### config.mk
export PLATFORM = sky130hd
export DESIGN_NAME = apm_host_channels
export DESIGN_NICKNAME = d
export VERILOG_FILES = /design/src/rtl/apm_pkg.sv /design/src/rtl/apm_host_channels.sv /design/src/rtl/apm_pulse_gen.sv
export SDC_FILE = /design/constraint.sdc
export NUM_CORES = 1
export LEC_CHECK = 0
export BUFFER_PORTS_ARGS = -buffer_cell sky130_fd_sc_hd__clkbuf_2
export CORE_MARGIN = 4
export CORE_UTILIZATION = 40
export CTS_BUF_LIST = sky130_fd_sc_hd__clkbuf_8 sky130_fd_sc_hd__clkbuf_16
export CTS_CLUSTER_DIAMETER = 150
export DETAILED_ROUTE_END_ITERATION = 8
export GPL_ROUTABILITY_DRIVEN = 0
export HOLD_SLACK_MARGIN = 0.08
export SLEW_MARGIN = 20
export SYNTH_ARGS = -nofsm -noshare
export SYNTH_HDL_FRONTEND = slang
export SYNTH_SLANG_ARGS = --single-unit
### constraint.sdc
create_clock -name sys_clk -period 1.9 [get_ports sys_clk]
set_input_delay 0 -clock sys_clk [delete_from_list [all_inputs] [get_ports sys_clk]]
set_output_delay 0 -clock sys_clk [all_outputs]
set_load 0.1 [all_outputs]
### src/rtl/apm_pkg.sv
// Package for the two-channel power-management host mailbox.
// Assumes a core-side APB bus and a host port already decoded to chip selects.
package apm_pkg;

  localparam int APM_NUM_CH = 2;

  // Register indices; byte address is four times the index
  localparam logic [15:0] APM_HOST_IF_CTRL_IDX  = 16'hF780;
  localparam logic [15:0] APM_HOST_IRQ_CTRL_IDX = 16'hF782;
  localparam logic [1:0][15:0] APM_ST_IDX    = {16'hF79E, 16'hF78C};
  localparam logic [1:0][15:0] APM_DO_IDX    = {16'hF7A0, 16'hF78E};
  localparam logic [1:0][15:0] APM_DI_IDX    = {16'hF7A2, 16'hF790};
  localparam logic [1:0][15:0] APM_DOC_IDX   = {16'hF7A4, 16'hF792};
  localparam logic [1:0][15:0] APM_DOM_IDX   = {16'hF7A6, 16'hF794};
  localparam logic [1:0][15:0] APM_DIC_IDX   = {16'hF7A8, 16'hF796};
  localparam logic [1:0][15:0] APM_CTL_IDX   = {16'hF7AA, 16'hF798};
  localparam logic [1:0][15:0] APM_IC_IDX    = {16'hF7AC, 16'hF79A};
  localparam logic [1:0][15:0] APM_IE_IDX    = {16'hF7AE, 16'hF79C};

  // Shared host interface control fields
  localparam int APM_HIC_IN_FULL_BIT   = 6;
  localparam int APM_HIC_OUT_EMPTY_BIT = 5;
  localparam int APM_HIC_HW_IRQ_BIT    = 4;
  localparam logic [7:0] APM_HIC_MASK  = 8'h70;
  localparam logic [7:0] APM_HIC_RESET = 8'h00;

  // Shared host IRQ control fields
  localparam int APM_HIQ_INVERT_BIT = 6;
  localparam int APM_HIQ_FW_IRQ_BIT = 2;
  localparam logic [7:0] APM_HIQ_MASK  = 8'h44;
  localparam logic [7:0] APM_HIQ_RESET = 8'h04;

  // Status byte layout
  localparam int APM_ST_OUT_FULL_BIT = 0;
  localparam int APM_ST_IN_FULL_BIT  = 1;
  localparam int APM_ST_CMD_BIT      = 3;
  localparam logic [7:0] APM_ST_CORE_MASK = 8'hF4;
  localparam logic [7:0] APM_ST_RESET     = 8'h00;

  // Channel control fields
  localparam int APM_CTL_MODE_BIT      = 0;
  localparam int APM_CTL_IN_FULL_BIT   = 1;
  localparam int APM_CTL_OUT_EMPTY_BIT = 2;
  localparam int APM_CTL_SCIW_LSB      = 5;
  localparam logic [7:0] APM_CTL_MASK  = 8'hE7;
  localparam logic [7:0] APM_CTL_RESET = 8'h00;

  // Channel interrupt control fields; bits 7:5 read the pending flags
  localparam int APM_IC_SMIW_LSB   = 0;
  localparam int APM_IC_FW_SMI_BIT = 3;
  localparam int APM_IC_FW_SCI_BIT = 4;
  localparam logic [7:0] APM_IC_MASK  = 8'h1F;
  localparam logic [7:0] APM_IC_RESET = 8'h00;

  // Channel interrupt enable fields
  localparam int APM_IE_IRQ_BIT  = 0;
  localparam int APM_IE_SMI_BIT  = 1;
  localparam int APM_IE_HSMI_BIT = 2;
  localparam int APM_IE_SCI_BIT  = 3;
  localparam int APM_IE_HSCI_BIT = 4;
  localparam logic [7:0] APM_IE_MASK  = 8'h1F;
  localparam logic [7:0] APM_IE_RESET = 8'h00;

  localparam int APM_PW_BITS = 3;

  typedef enum logic [1:0] {
    APM_PG_IDLE  = 2'b00,
    APM_PG_PULSE = 2'b01
  } apm_pg_state_t;

  typedef struct packed {
    logic       wr;
    logic       rd;
    logic [1:0] sel_data;
    logic [1:0] sel_cmd;
    logic [7:0] wdata;
  } apm_host_req_t;

endpackage : apm_pkg

### src/rtl/apm_host_channels.sv
// Two power-management mailbox channels between host and embedded core.
// Assumes APB from the core and host strobes already decoded to chip selects.
`timescale 1ns/1ps
`default_nettype none
module apm_host_channels
  import apm_pkg::*;
(
  input  wire logic                  sys_clk,
  input  wire logic                  sys_rst,
  input  wire logic [17:0]           paddr,
  input  wire logic                  psel,
  input  wire logic                  penable,
  input  wire logic                  pwrite,
  input  wire logic [31:0]           pwdata,
  output logic      [31:0]           prdata,
  output logic                       pready,
  output logic                       pslverr,
  input  wire apm_host_req_t         host_req,
  output logic      [7:0]            host_rdata,
  output logic                       host_rvalid,
  output logic      [APM_NUM_CH-1:0] host_irq,
  output logic      [APM_NUM_CH-1:0] smi_n,
  output logic      [APM_NUM_CH-1:0] ec_event_interrupt_n,
  output logic      [APM_NUM_CH-1:0] core_irq_in_full,
  output logic      [APM_NUM_CH-1:0] core_irq_out_empty
);

  // Bus phase decode
  wire        apb_setup = psel & ~penable;
  wire        wr_acc    = psel & penable & pwrite;
  wire        rd_acc    = psel & penable & ~pwrite;
  wire        word_ok   = (paddr[1:0] == 2'b00);
  wire [15:0] reg_idx   = paddr[17:2];

  wire hit_hic = word_ok & (reg_idx == APM_HOST_IF_CTRL_IDX);
  wire hit_hiq = word_ok & (reg_idx == APM_HOST_IRQ_CTRL_IDX);

  // Shared registers
  logic [7:0] host_if_control_reg;
  logic [7:0] host_irq_control_reg;

  wire compat_in_full_core_irq_en  = host_if_control_reg[APM_HIC_IN_FULL_BIT];
  wire compat_out_empty_core_irq_en = host_if_control_reg[APM_HIC_OUT_EMPTY_BIT];
  wire hw_host_irq_enable          = host_if_control_reg[APM_HIC_HW_IRQ_BIT];
  wire irq_invert_select           = host_irq_control_reg[APM_HIQ_INVERT_BIT];
  wire firmware_irq_level_bit      = host_irq_control_reg[APM_HIQ_FW_IRQ_BIT];

  always_ff @(posedge sys_clk) begin
    if (sys_rst) begin
      host_if_control_reg  <= APM_HIC_RESET;
      host_irq_control_reg <= APM_HIQ_RESET;
    end else begin
      if (wr_acc & hit_hic) begin
        host_if_control_reg <= pwdata[7:0] & APM_HIC_MASK;
      end
      if (wr_acc & hit_hiq) begin
        host_irq_control_reg <= pwdata[7:0] & APM_HIQ_MASK;
      end
    end
  end

  // Channel results gathered for the read muxes
  logic [APM_NUM_CH-1:0]      ch_hit;
  logic [APM_NUM_CH-1:0][7:0] ch_rdata;
  logic [APM_NUM_CH-1:0][7:0] ch_dout;
  logic [APM_NUM_CH-1:0][7:0] ch_status;
  logic [APM_NUM_CH-1:0]      host_irq_reg;
  logic [APM_NUM_CH-1:0]      smi_n_reg;
  logic [APM_NUM_CH-1:0]      sci_n_reg;

  genvar gi;
  generate
    for (gi = 0; gi < APM_NUM_CH; gi++) begin : g_ch
      logic [7:0] st_core_reg;
      logic       output_full_flag;
      logic       input_full_flag;
      logic       cmd_flag_reg;
      logic [7:0] host_input_buffer;
      logic [7:0] host_output_buffer;
      logic [7:0] chan_control_reg;
      logic [7:0] chan_irq_control_reg;
      logic [7:0] chan_irq_enable_reg;
      logic       out_smi_pending;
      logic       out_sci_pending;
      logic       in_sci_pending;
      logic       out_full_next;
      logic       in_full_next;
      logic       smi_pulse_n;
      logic       sci_pulse_n;

      // Core register decode
      wire hit_st  = word_ok & (reg_idx == APM_ST_IDX[gi]);
      wire hit_do  = word_ok & (reg_idx == APM_DO_IDX[gi]);
      wire hit_di  = word_ok & (reg_idx == APM_DI_IDX[gi]);
      wire hit_doc = word_ok & (reg_idx == APM_DOC_IDX[gi]);
      wire hit_dom = word_ok & (reg_idx == APM_DOM_IDX[gi]);
      wire hit_dic = word_ok & (reg_idx == APM_DIC_IDX[gi]);
      wire hit_ctl = word_ok & (reg_idx == APM_CTL_IDX[gi]);
      wire hit_ic  = word_ok & (reg_idx == APM_IC_IDX[gi]);
      wire hit_ie  = word_ok & (reg_idx == APM_IE_IDX[gi]);

      wire wr_do   = wr_acc & hit_do;
      wire wr_dom  = wr_acc & hit_dom;
      wire wr_doc  = wr_acc & hit_doc;
      wire rd_dic  = rd_acc & hit_dic;
      wire core_do_wr = wr_do | wr_dom | wr_doc;
      wire core_di_rd = (rd_acc & hit_di) | rd_dic;

      // Host side strobes for this channel
      wire host_wr_data = host_req.wr & host_req.sel_data[gi];
      wire host_wr_cmd  = host_req.wr & host_req.sel_cmd[gi];
      wire host_wr_ch   = host_wr_data | host_wr_cmd;
      wire host_rd_data = host_req.rd & host_req.sel_data[gi];

      // Channel two ignores the mode bit and always runs enhanced
      wire compat_mode = (gi == 0) & ~chan_control_reg[APM_CTL_MODE_BIT];

      // Setting wins over clearing on both buffer flags
      assign out_full_next = core_do_wr | (output_full_flag & ~host_rd_data);
      assign in_full_next  = host_wr_ch | (input_full_flag & ~core_di_rd);
      wire out_full_clear  = output_full_flag & ~out_full_next;

      always_ff @(posedge sys_clk) begin
        if (sys_rst) begin
          output_full_flag <= 1'b0;
          input_full_flag  <= 1'b0;
          cmd_flag_reg     <= 1'b0;
        end else begin
          output_full_flag <= out_full_next;
          input_full_flag  <= in_full_next;
          if (host_wr_ch) begin
            cmd_flag_reg <= host_wr_cmd;
          end
        end
      end

      always_ff @(posedge sys_clk) begin
        if (sys_rst) begin
          host_input_buffer  <= 8'h00;
          host_output_buffer <= 8'h00;
        end else begin
          if (host_wr_ch) begin
            host_input_buffer <= host_req.wdata;
          end
          if (core_do_wr) begin
            host_output_buffer <= pwdata[7:0];
          end
        end
      end

      always_ff @(posedge sys_clk) begin
        if (sys_rst) begin
          out_smi_pending <= 1'b0;
          out_sci_pending <= 1'b0;
          in_sci_pending  <= 1'b0;
        end else begin
          out_smi_pending <= wr_dom | (out_smi_pending & ~out_full_clear);
          out_sci_pending <= wr_doc | (out_sci_pending & ~out_full_clear);
          in_sci_pending  <= rd_dic | (in_sci_pending & ~host_wr_ch);
        end
      end

      always_ff @(posedge sys_clk) begin
        if (sys_rst) begin
          st_core_reg          <= APM_ST_RESET;
          chan_control_reg     <= APM_CTL_RESET;
          chan_irq_control_reg <= APM_IC_RESET;
          chan_irq_enable_reg  <= APM_IE_RESET;
        end else begin
          if (wr_acc & hit_st) begin
            st_core_reg <= pwdata[7:0] & APM_ST_CORE_MASK;
          end
          if (wr_acc & hit_ctl) begin
            chan_control_reg <= pwdata[7:0] & APM_CTL_MASK;
          end
          if (wr_acc & hit_ic) begin
            chan_irq_control_reg <= pwdata[7:0] & APM_IC_MASK;
          end
          if (wr_acc & hit_ie) begin
            chan_irq_enable_reg <= pwdata[7:0] & APM_IE_MASK;
          end
        end
      end

      // Status byte seen identically by host and core
      wire [7:0] status_byte = st_core_reg
                             | ({7'h00, input_full_flag} << APM_ST_IN_FULL_BIT)
                             | ({7'h00, cmd_flag_reg} << APM_ST_CMD_BIT)
                             | ({7'h00, output_full_flag} << APM_ST_OUT_FULL_BIT);

      wire [7:0] ic_read = chan_irq_control_reg
                         | {out_smi_pending, out_sci_pending, in_sci_pending, 5'h00};

      assign ch_hit[gi] = hit_st | hit_do | hit_di | hit_doc | hit_dom
                        | hit_dic | hit_ctl | hit_ic | hit_ie;
      assign ch_rdata[gi] = hit_st ? status_byte :
                            (hit_di | hit_dic) ? host_input_buffer :
                            hit_ctl ? chan_control_reg :
                            hit_ic ? ic_read :
                            hit_ie ? chan_irq_enable_reg : 8'h00;
      assign ch_dout[gi]   = host_output_buffer;
      assign ch_status[gi] = status_byte;

      // Core interrupt enables chosen by mode
      wire in_full_en = compat_mode ? compat_in_full_core_irq_en
                                    : chan_control_reg[APM_CTL_IN_FULL_BIT];
      wire out_empty_en = compat_mode ? compat_out_empty_core_irq_en
                                      : chan_control_reg[APM_CTL_OUT_EMPTY_BIT];
      assign core_irq_in_full[gi]   = in_full_en & input_full_flag;
      assign core_irq_out_empty[gi] = out_empty_en & ~output_full_flag;

      // Host IRQ: hardware follows output-full, firmware bit otherwise
      wire irq_route_enable = chan_irq_enable_reg[APM_IE_IRQ_BIT];
      wire irq_hw_src = ~compat_mode | hw_host_irq_enable;
      wire irq_hw_lvl = (irq_route_enable & output_full_flag) ^ irq_invert_select;
      wire irq_lvl = irq_hw_src ? irq_hw_lvl : firmware_irq_level_bit;

      // Active-low pulses for SMI and event outputs
      apm_pulse_gen u_smi_pulse (
        .sys_clk (sys_clk),
        .sys_rst (sys_rst),
        .trigger (wr_dom),
        .width   (chan_irq_control_reg[APM_IC_SMIW_LSB +: APM_PW_BITS]),
        .pulse_n (smi_pulse_n)
      );

      apm_pulse_gen u_sci_pulse (
        .sys_clk (sys_clk),
        .sys_rst (sys_rst),
        .trigger (wr_doc | rd_dic),
        .width   (chan_control_reg[APM_CTL_SCIW_LSB +: APM_PW_BITS]),
        .pulse_n (sci_pulse_n)
      );

      wire smi_route_enable = chan_irq_enable_reg[APM_IE_SMI_BIT];
      wire hw_smi_enable    = chan_irq_enable_reg[APM_IE_HSMI_BIT];
      wire sci_route_enable = chan_irq_enable_reg[APM_IE_SCI_BIT];
      wire hw_sci_enable    = chan_irq_enable_reg[APM_IE_HSCI_BIT];
      wire firmware_smi_level_bit = chan_irq_control_reg[APM_IC_FW_SMI_BIT];
      wire firmware_sci_level_bit = chan_irq_control_reg[APM_IC_FW_SCI_BIT];

      wire smi_lvl = ~smi_route_enable ? 1'b1 :
                     hw_smi_enable ? smi_pulse_n : firmware_smi_level_bit;
      wire sci_lvl = ~sci_route_enable ? 1'b1 :
                     hw_sci_enable ? sci_pulse_n : firmware_sci_level_bit;

      always_ff @(posedge sys_clk) begin
        if (sys_rst) begin
          host_irq_reg[gi] <= 1'b0;
          smi_n_reg[gi]    <= 1'b1;
          sci_n_reg[gi]    <= 1'b1;
        end else begin
          host_irq_reg[gi] <= irq_lvl;
          smi_n_reg[gi]    <= smi_lvl;
          sci_n_reg[gi]    <= sci_lvl;
        end
      end
    end
  endgenerate

  // Irq control reads back the live channel one IRQ level
  wire [7:0] hiq_read = (host_irq_control_reg & ~(8'h01 << APM_HIQ_FW_IRQ_BIT))
                      | ({7'h00, host_irq_reg[0]} << APM_HIQ_FW_IRQ_BIT);

  wire       any_hit = hit_hic | hit_hiq | (|ch_hit);
  wire [7:0] rd_byte = hit_hic ? host_if_control_reg :
                       hit_hiq ? hiq_read :
                       ch_hit[0] ? ch_rdata[0] :
                       ch_hit[1] ? ch_rdata[1] : 8'h00;

  // Read data captured in the setup phase, held through the access phase
  logic [7:0] prdata_reg;

  always_ff @(posedge sys_clk) begin
    if (sys_rst) begin
      prdata_reg <= 8'h00;
    end else if (apb_setup) begin
      prdata_reg <= rd_byte;
    end
  end

  assign prdata  = {24'h000000, prdata_reg};
  assign pready  = 1'b1;
  assign pslverr = psel & penable & ~any_hit;

  // Host read port: data address gives output buffer, command gives status
  logic [7:0] host_rdata_reg;
  logic       host_rvalid_reg;

  wire [7:0] host_rd_mux = host_req.sel_data[0] ? ch_dout[0] :
                           host_req.sel_cmd[0]  ? ch_status[0] :
                           host_req.sel_data[1] ? ch_dout[1] :
                           host_req.sel_cmd[1]  ? ch_status[1] : 8'h00;
  wire host_rd_hit = host_req.rd & (|host_req.sel_data | |host_req.sel_cmd);

  always_ff @(posedge sys_clk) begin
    if (sys_rst) begin
      host_rdata_reg  <= 8'h00;
      host_rvalid_reg <= 1'b0;
    end else begin
      host_rvalid_reg <= host_rd_hit;
      if (host_rd_hit) begin
        host_rdata_reg <= host_rd_mux;
      end
    end
  end

  assign host_rdata           = host_rdata_reg;
  assign host_rvalid          = host_rvalid_reg;
  assign host_irq             = host_irq_reg;
  assign smi_n                = smi_n_reg;
  assign ec_event_interrupt_n = sci_n_reg;

endmodule : apm_host_channels
`default_nettype wire

### src/rtl/apm_pulse_gen.sv
// Active-low pulse of programmable length on a one-cycle trigger.
// Assumes trigger and width come from the sys_clk domain.
`timescale 1ns/1ps
`default_nettype none
module apm_pulse_gen
  import apm_pkg::*;
(
  input  wire logic                   sys_clk,
  input  wire logic                   sys_rst,
  input  wire logic                   trigger,
  input  wire logic [APM_PW_BITS-1:0] width,
  output logic                        pulse_n
);

  apm_pg_state_t          state_reg;
  apm_pg_state_t          state_next;
  logic [APM_PW_BITS-1:0] cnt_reg;
  logic [APM_PW_BITS-1:0] cnt_next;

  // Width field value N gives N+1 low cycles; a new trigger restarts it
  always_comb begin
    state_next = state_reg;
    cnt_next   = cnt_reg;
    case (state_reg)
      APM_PG_IDLE: begin
        if (trigger) begin
          state_next = APM_PG_PULSE;
          cnt_next   = width;
        end
      end
      APM_PG_PULSE: begin
        if (trigger) begin
          cnt_next = width;
        end else if (cnt_reg == '0) begin
          state_next = APM_PG_IDLE;
        end else begin
          cnt_next = cnt_reg - 1'b1;
        end
      end
      default: begin
        state_next = APM_PG_IDLE;
      end
    endcase
  end

  always_ff @(posedge sys_clk) begin
    if (sys_rst) begin
      state_reg <= APM_PG_IDLE;
      cnt_reg   <= '0;
    end else begin
      state_reg <= state_next;
      cnt_reg   <= cnt_next;
    end
  end

  assign pulse_n = (state_reg != APM_PG_PULSE);

endmodule : apm_pulse_gen
`default_nettype wire

==> results.py <==
metrics = {
    "worst_setup_path": {
        "max_stage_delay_ns": 0.52,
        "end_kind": "flop",
        "cp_num_buf_inv": 3,
        "criticalPathCategory": "input port to flop",
        "path_cells": "dlygate4sd3_1, clkbuf_2, nand3_1, buf_4, or3_1, mux2i_1, nor2_1",
        "cp.required_ns": 2.21,
        "worstPathArrival_ns": 2.08,
        "path_delay_family": "buffers and inverters",
        "critPathMaxFanout": 6,
        "start_kind": "input port",
        "crit_slowest_cell": "dlygate4sd3_1",
    },
    "sta": {
        "fmax_mhz": 565.5,
        "relSlewSlack_pct": 62.41,
        "finalSetupViolations": 0,
        "finalSetupTns_ns": 0,
        "rsz0062_at_grt": "false",
        "hold_violations": 0,
        "fin_skew_ns": 0.01586,
        "min_period_over_period_pct": 93.08,
        "finalMaxSlewViolations": 0,
        "worst_hold_slack_ns": 0.07772,
        "timing.final.crit_period_ns": 1.768,
        "worstMarginPinSlew_ns": 0.5638,
    },
    "synth": {
        "synthesis.area_um2": 6744,
        "netlist_instances": 801,
        "ys_warn_count": 0,
        "avgSynthCellArea_um2": 8.419,
        "netlist.area_leader.share_pct": 38.59,
        "ys_ff_latch": 130,
        "synthArstFlopShare_pct": 0,
        "synth_cell_type_count": 69,
        "synth_edf_count": 0,
        "synth_ff_type": "dfxtp_1",
        "ys_seq_area_share_pct": 38.59,
        "synth_area_leaders": "dfxtp_1 (39%), mux2i_1 (11%), nor2_1 (6.1%)",
        "synth_top_area_cell": "dfxtp_1",
    },
    "grt": {
        "grt_usage_pct": 21.88,
        "grt_max_degree": 67,
        "antenna_found_initial": 0,
        "grt.overflow.total": 0,
        "grt_pass1_wl_um": 31580,
        "grt_pass1_vias": 5586,
    },
    "route": {
        "dr.pass1.iters": 7,
        "vias": 6204,
        "viasPerCell": 5.423,
        "drt_wl_total_um": 20470,
        "ant_nets": 0,
        "wl_per_cell_um": 17.90,
        "first_iter_violations": 657,
        "drc": 0,
    },
    "clock_tree": {
        "clk_latency_ns": 0.43,
        "cts_inserted_buffers": 17,
        "tritoncts": "done",
        "htreeDepth": 4,
        "cts_max_path_buffers": 2,
        "cts.sinks": 130,
        "clk_pin_slew_ns": 0.06,
        "root_buffer": "clkbuf_16",
    },
    "power_and_ir_drop": {
        "finalPower_mw": 7.039,
        "peakVddDrop_uv": 675.3,
        "total_leakage_power_nw": 3.392,
        "powerDensity_nw_per_um2": 843.9,
    },
    "floorplanning": {
        "dieWidth_um": 137.8,
        "num_rows": 47,
        "start_util_pct": 40.81,
        "coreArea_um2": 16520,
        "io_pins": 122,
        "die_y_um": 137.8,
        "die_area_um2": 19000,
    },
    "place": {
        "io_buffer_count": 72,
        "dp_hpwl_um": 14920,
        "placed_cell_area_um2": 7517,
        "dpl.cell_count": 1090,
    },
    "job": {
        "maxCapViolations": 0,
    },
    "layout": {
        "diodes": 0,
        "stdcell_area_um2": 8341,
        "layout.nets": 989,
        "stdcell_count": 1144,
        "drive_gt1_share_pct": 20.56,
        "syn_to_final_growth_pct": 23.67,
    },
    "hold_path": {
        "hold_path.class": "input port to flop",
    },
    "run_status": {
        "outcome": "complete, no violations",
    },
}
[metal layers]
metal,global-route usage [%],wire (µm)
met2,32.75,9140
met4,8.288,588
met3,4.346,1403
met1,31.04,9340
met5,0,0
[final timing paths]
path | to | slack (ns) | start | cells past startpoint
worst max register to register | prdata_reg[0]$_SDFFE_PP0P_ | 0.20 | g_ch[1].chan_control_reg[0]$_SDFFE_PP0P_ | 7
worst min-delay path | g_ch[1].st_core_reg[4]$_SDFFE_PP0P_ | 0.08 | pwdata[4] | 3
worst max-delay path | g_ch[1].chan_control_reg[5]$_SDFFE_PP0P_ | 0.13 | pwrite | 7
worst min register to register | smi_n[1]$_SDFF_PP1_ | 0.43 | g_ch[1].chan_irq_enable_reg[1]$_SDFFE_PP0P_ | 1
[report_power, final]
part / switching (mW) / internal [mW] / leakage [nW]
Clock: 1.31 / 1.98 / 0.287
Combinational: 0.689 / 0.259 / 2.05
Sequential: 0.0336 / 2.77 / 1.05
[synthesized netlist by cell type (all sizes together), types with 3 or more instances]
library cell,count
dfxtp,130
nor2,113
mux2i,75
a21oi,68
nand2,68
buf,47
o21ai,36
clkbuf,33
nand3,29
inv,19
a211oi,15
nor2b,14
nand3b,13
nor3,13
a22oi,9
ha,9
nand2b,9
nand4,9
nor4,8
o211ai,8
a32oi,6
mux2,6
or2,6
a22o,5
a221oi,4
a32o,4
and3,4
xnor2,4
a31oi,3
and2,3
nor3b,3
[metrics by stage]
step	setup WS [ns]	util [%]
final	0.1315	50.47
after floorplan	0.07758	-
after CTS	0.1017	50.42
after detailed placement	0.09437	45.49
after global placement	0.1191	45.49
after global routing	0.003880	50.47
[layout by cell type (no fill, tap or decap), drive strengths merged, types with 8 or more instances in the layout]
master	n
inv	21
a211oi	15
clkbuf	88
o211ai	8
conb	25
a22oi	9
nand3	29
nand2b	9
nor2b	14
ha	9
dfxtp	130
nor3	13
mux2i	75
clkinv	8
nand3b	13
nor2	113
a21oi	68
buf	56
dlygate4sd3	22
o21ai	36
nand2	68
nand4	9
nor4	8
[cell type report]
class                           instances  area, µm²
Clock buffer                           18      439.2
Clock inverter                         14      155.1
Fill cell                            1555       8184
Inverter                               19      71.32
Multi-Input combinational cell        595       3731
Sequential cell                       130       2603
Tap cell                              220      275.3
Timing Repair Buffer                  148       1066
[tightest hold or removal path, cell delays in order]
cell      delay, ns
clkbuf_2       0.26
nand3_1        0.14
a21oi_1        0.06
[cell families after synthesis]
logic type / after synthesis / synth area share (%)
AO/OA/AOI/OAI: 171 / 16.05
XOR/XNOR: 6 / 0.7792
adder cells (fa/ha/maj): 9 / 1.670
buffers and inverters: 99 / 7.662
flip-flops: 130 / 38.59
multiplexers: 81 / 12.13
other: 2 / 0.1114
AND/OR/NAND/NOR: 303 / 23.01
[repair_timing]
action / 4_1_cts / 5_1_grt
hold buffers: 22 / 0
endpoints found under the hold margin: 73 / 0
endpoints found under the setup margin: 0 / 2
resized for setup: 0 / 2
buffers inserted: 0 / 0
(Power assumes the default switching activity.)
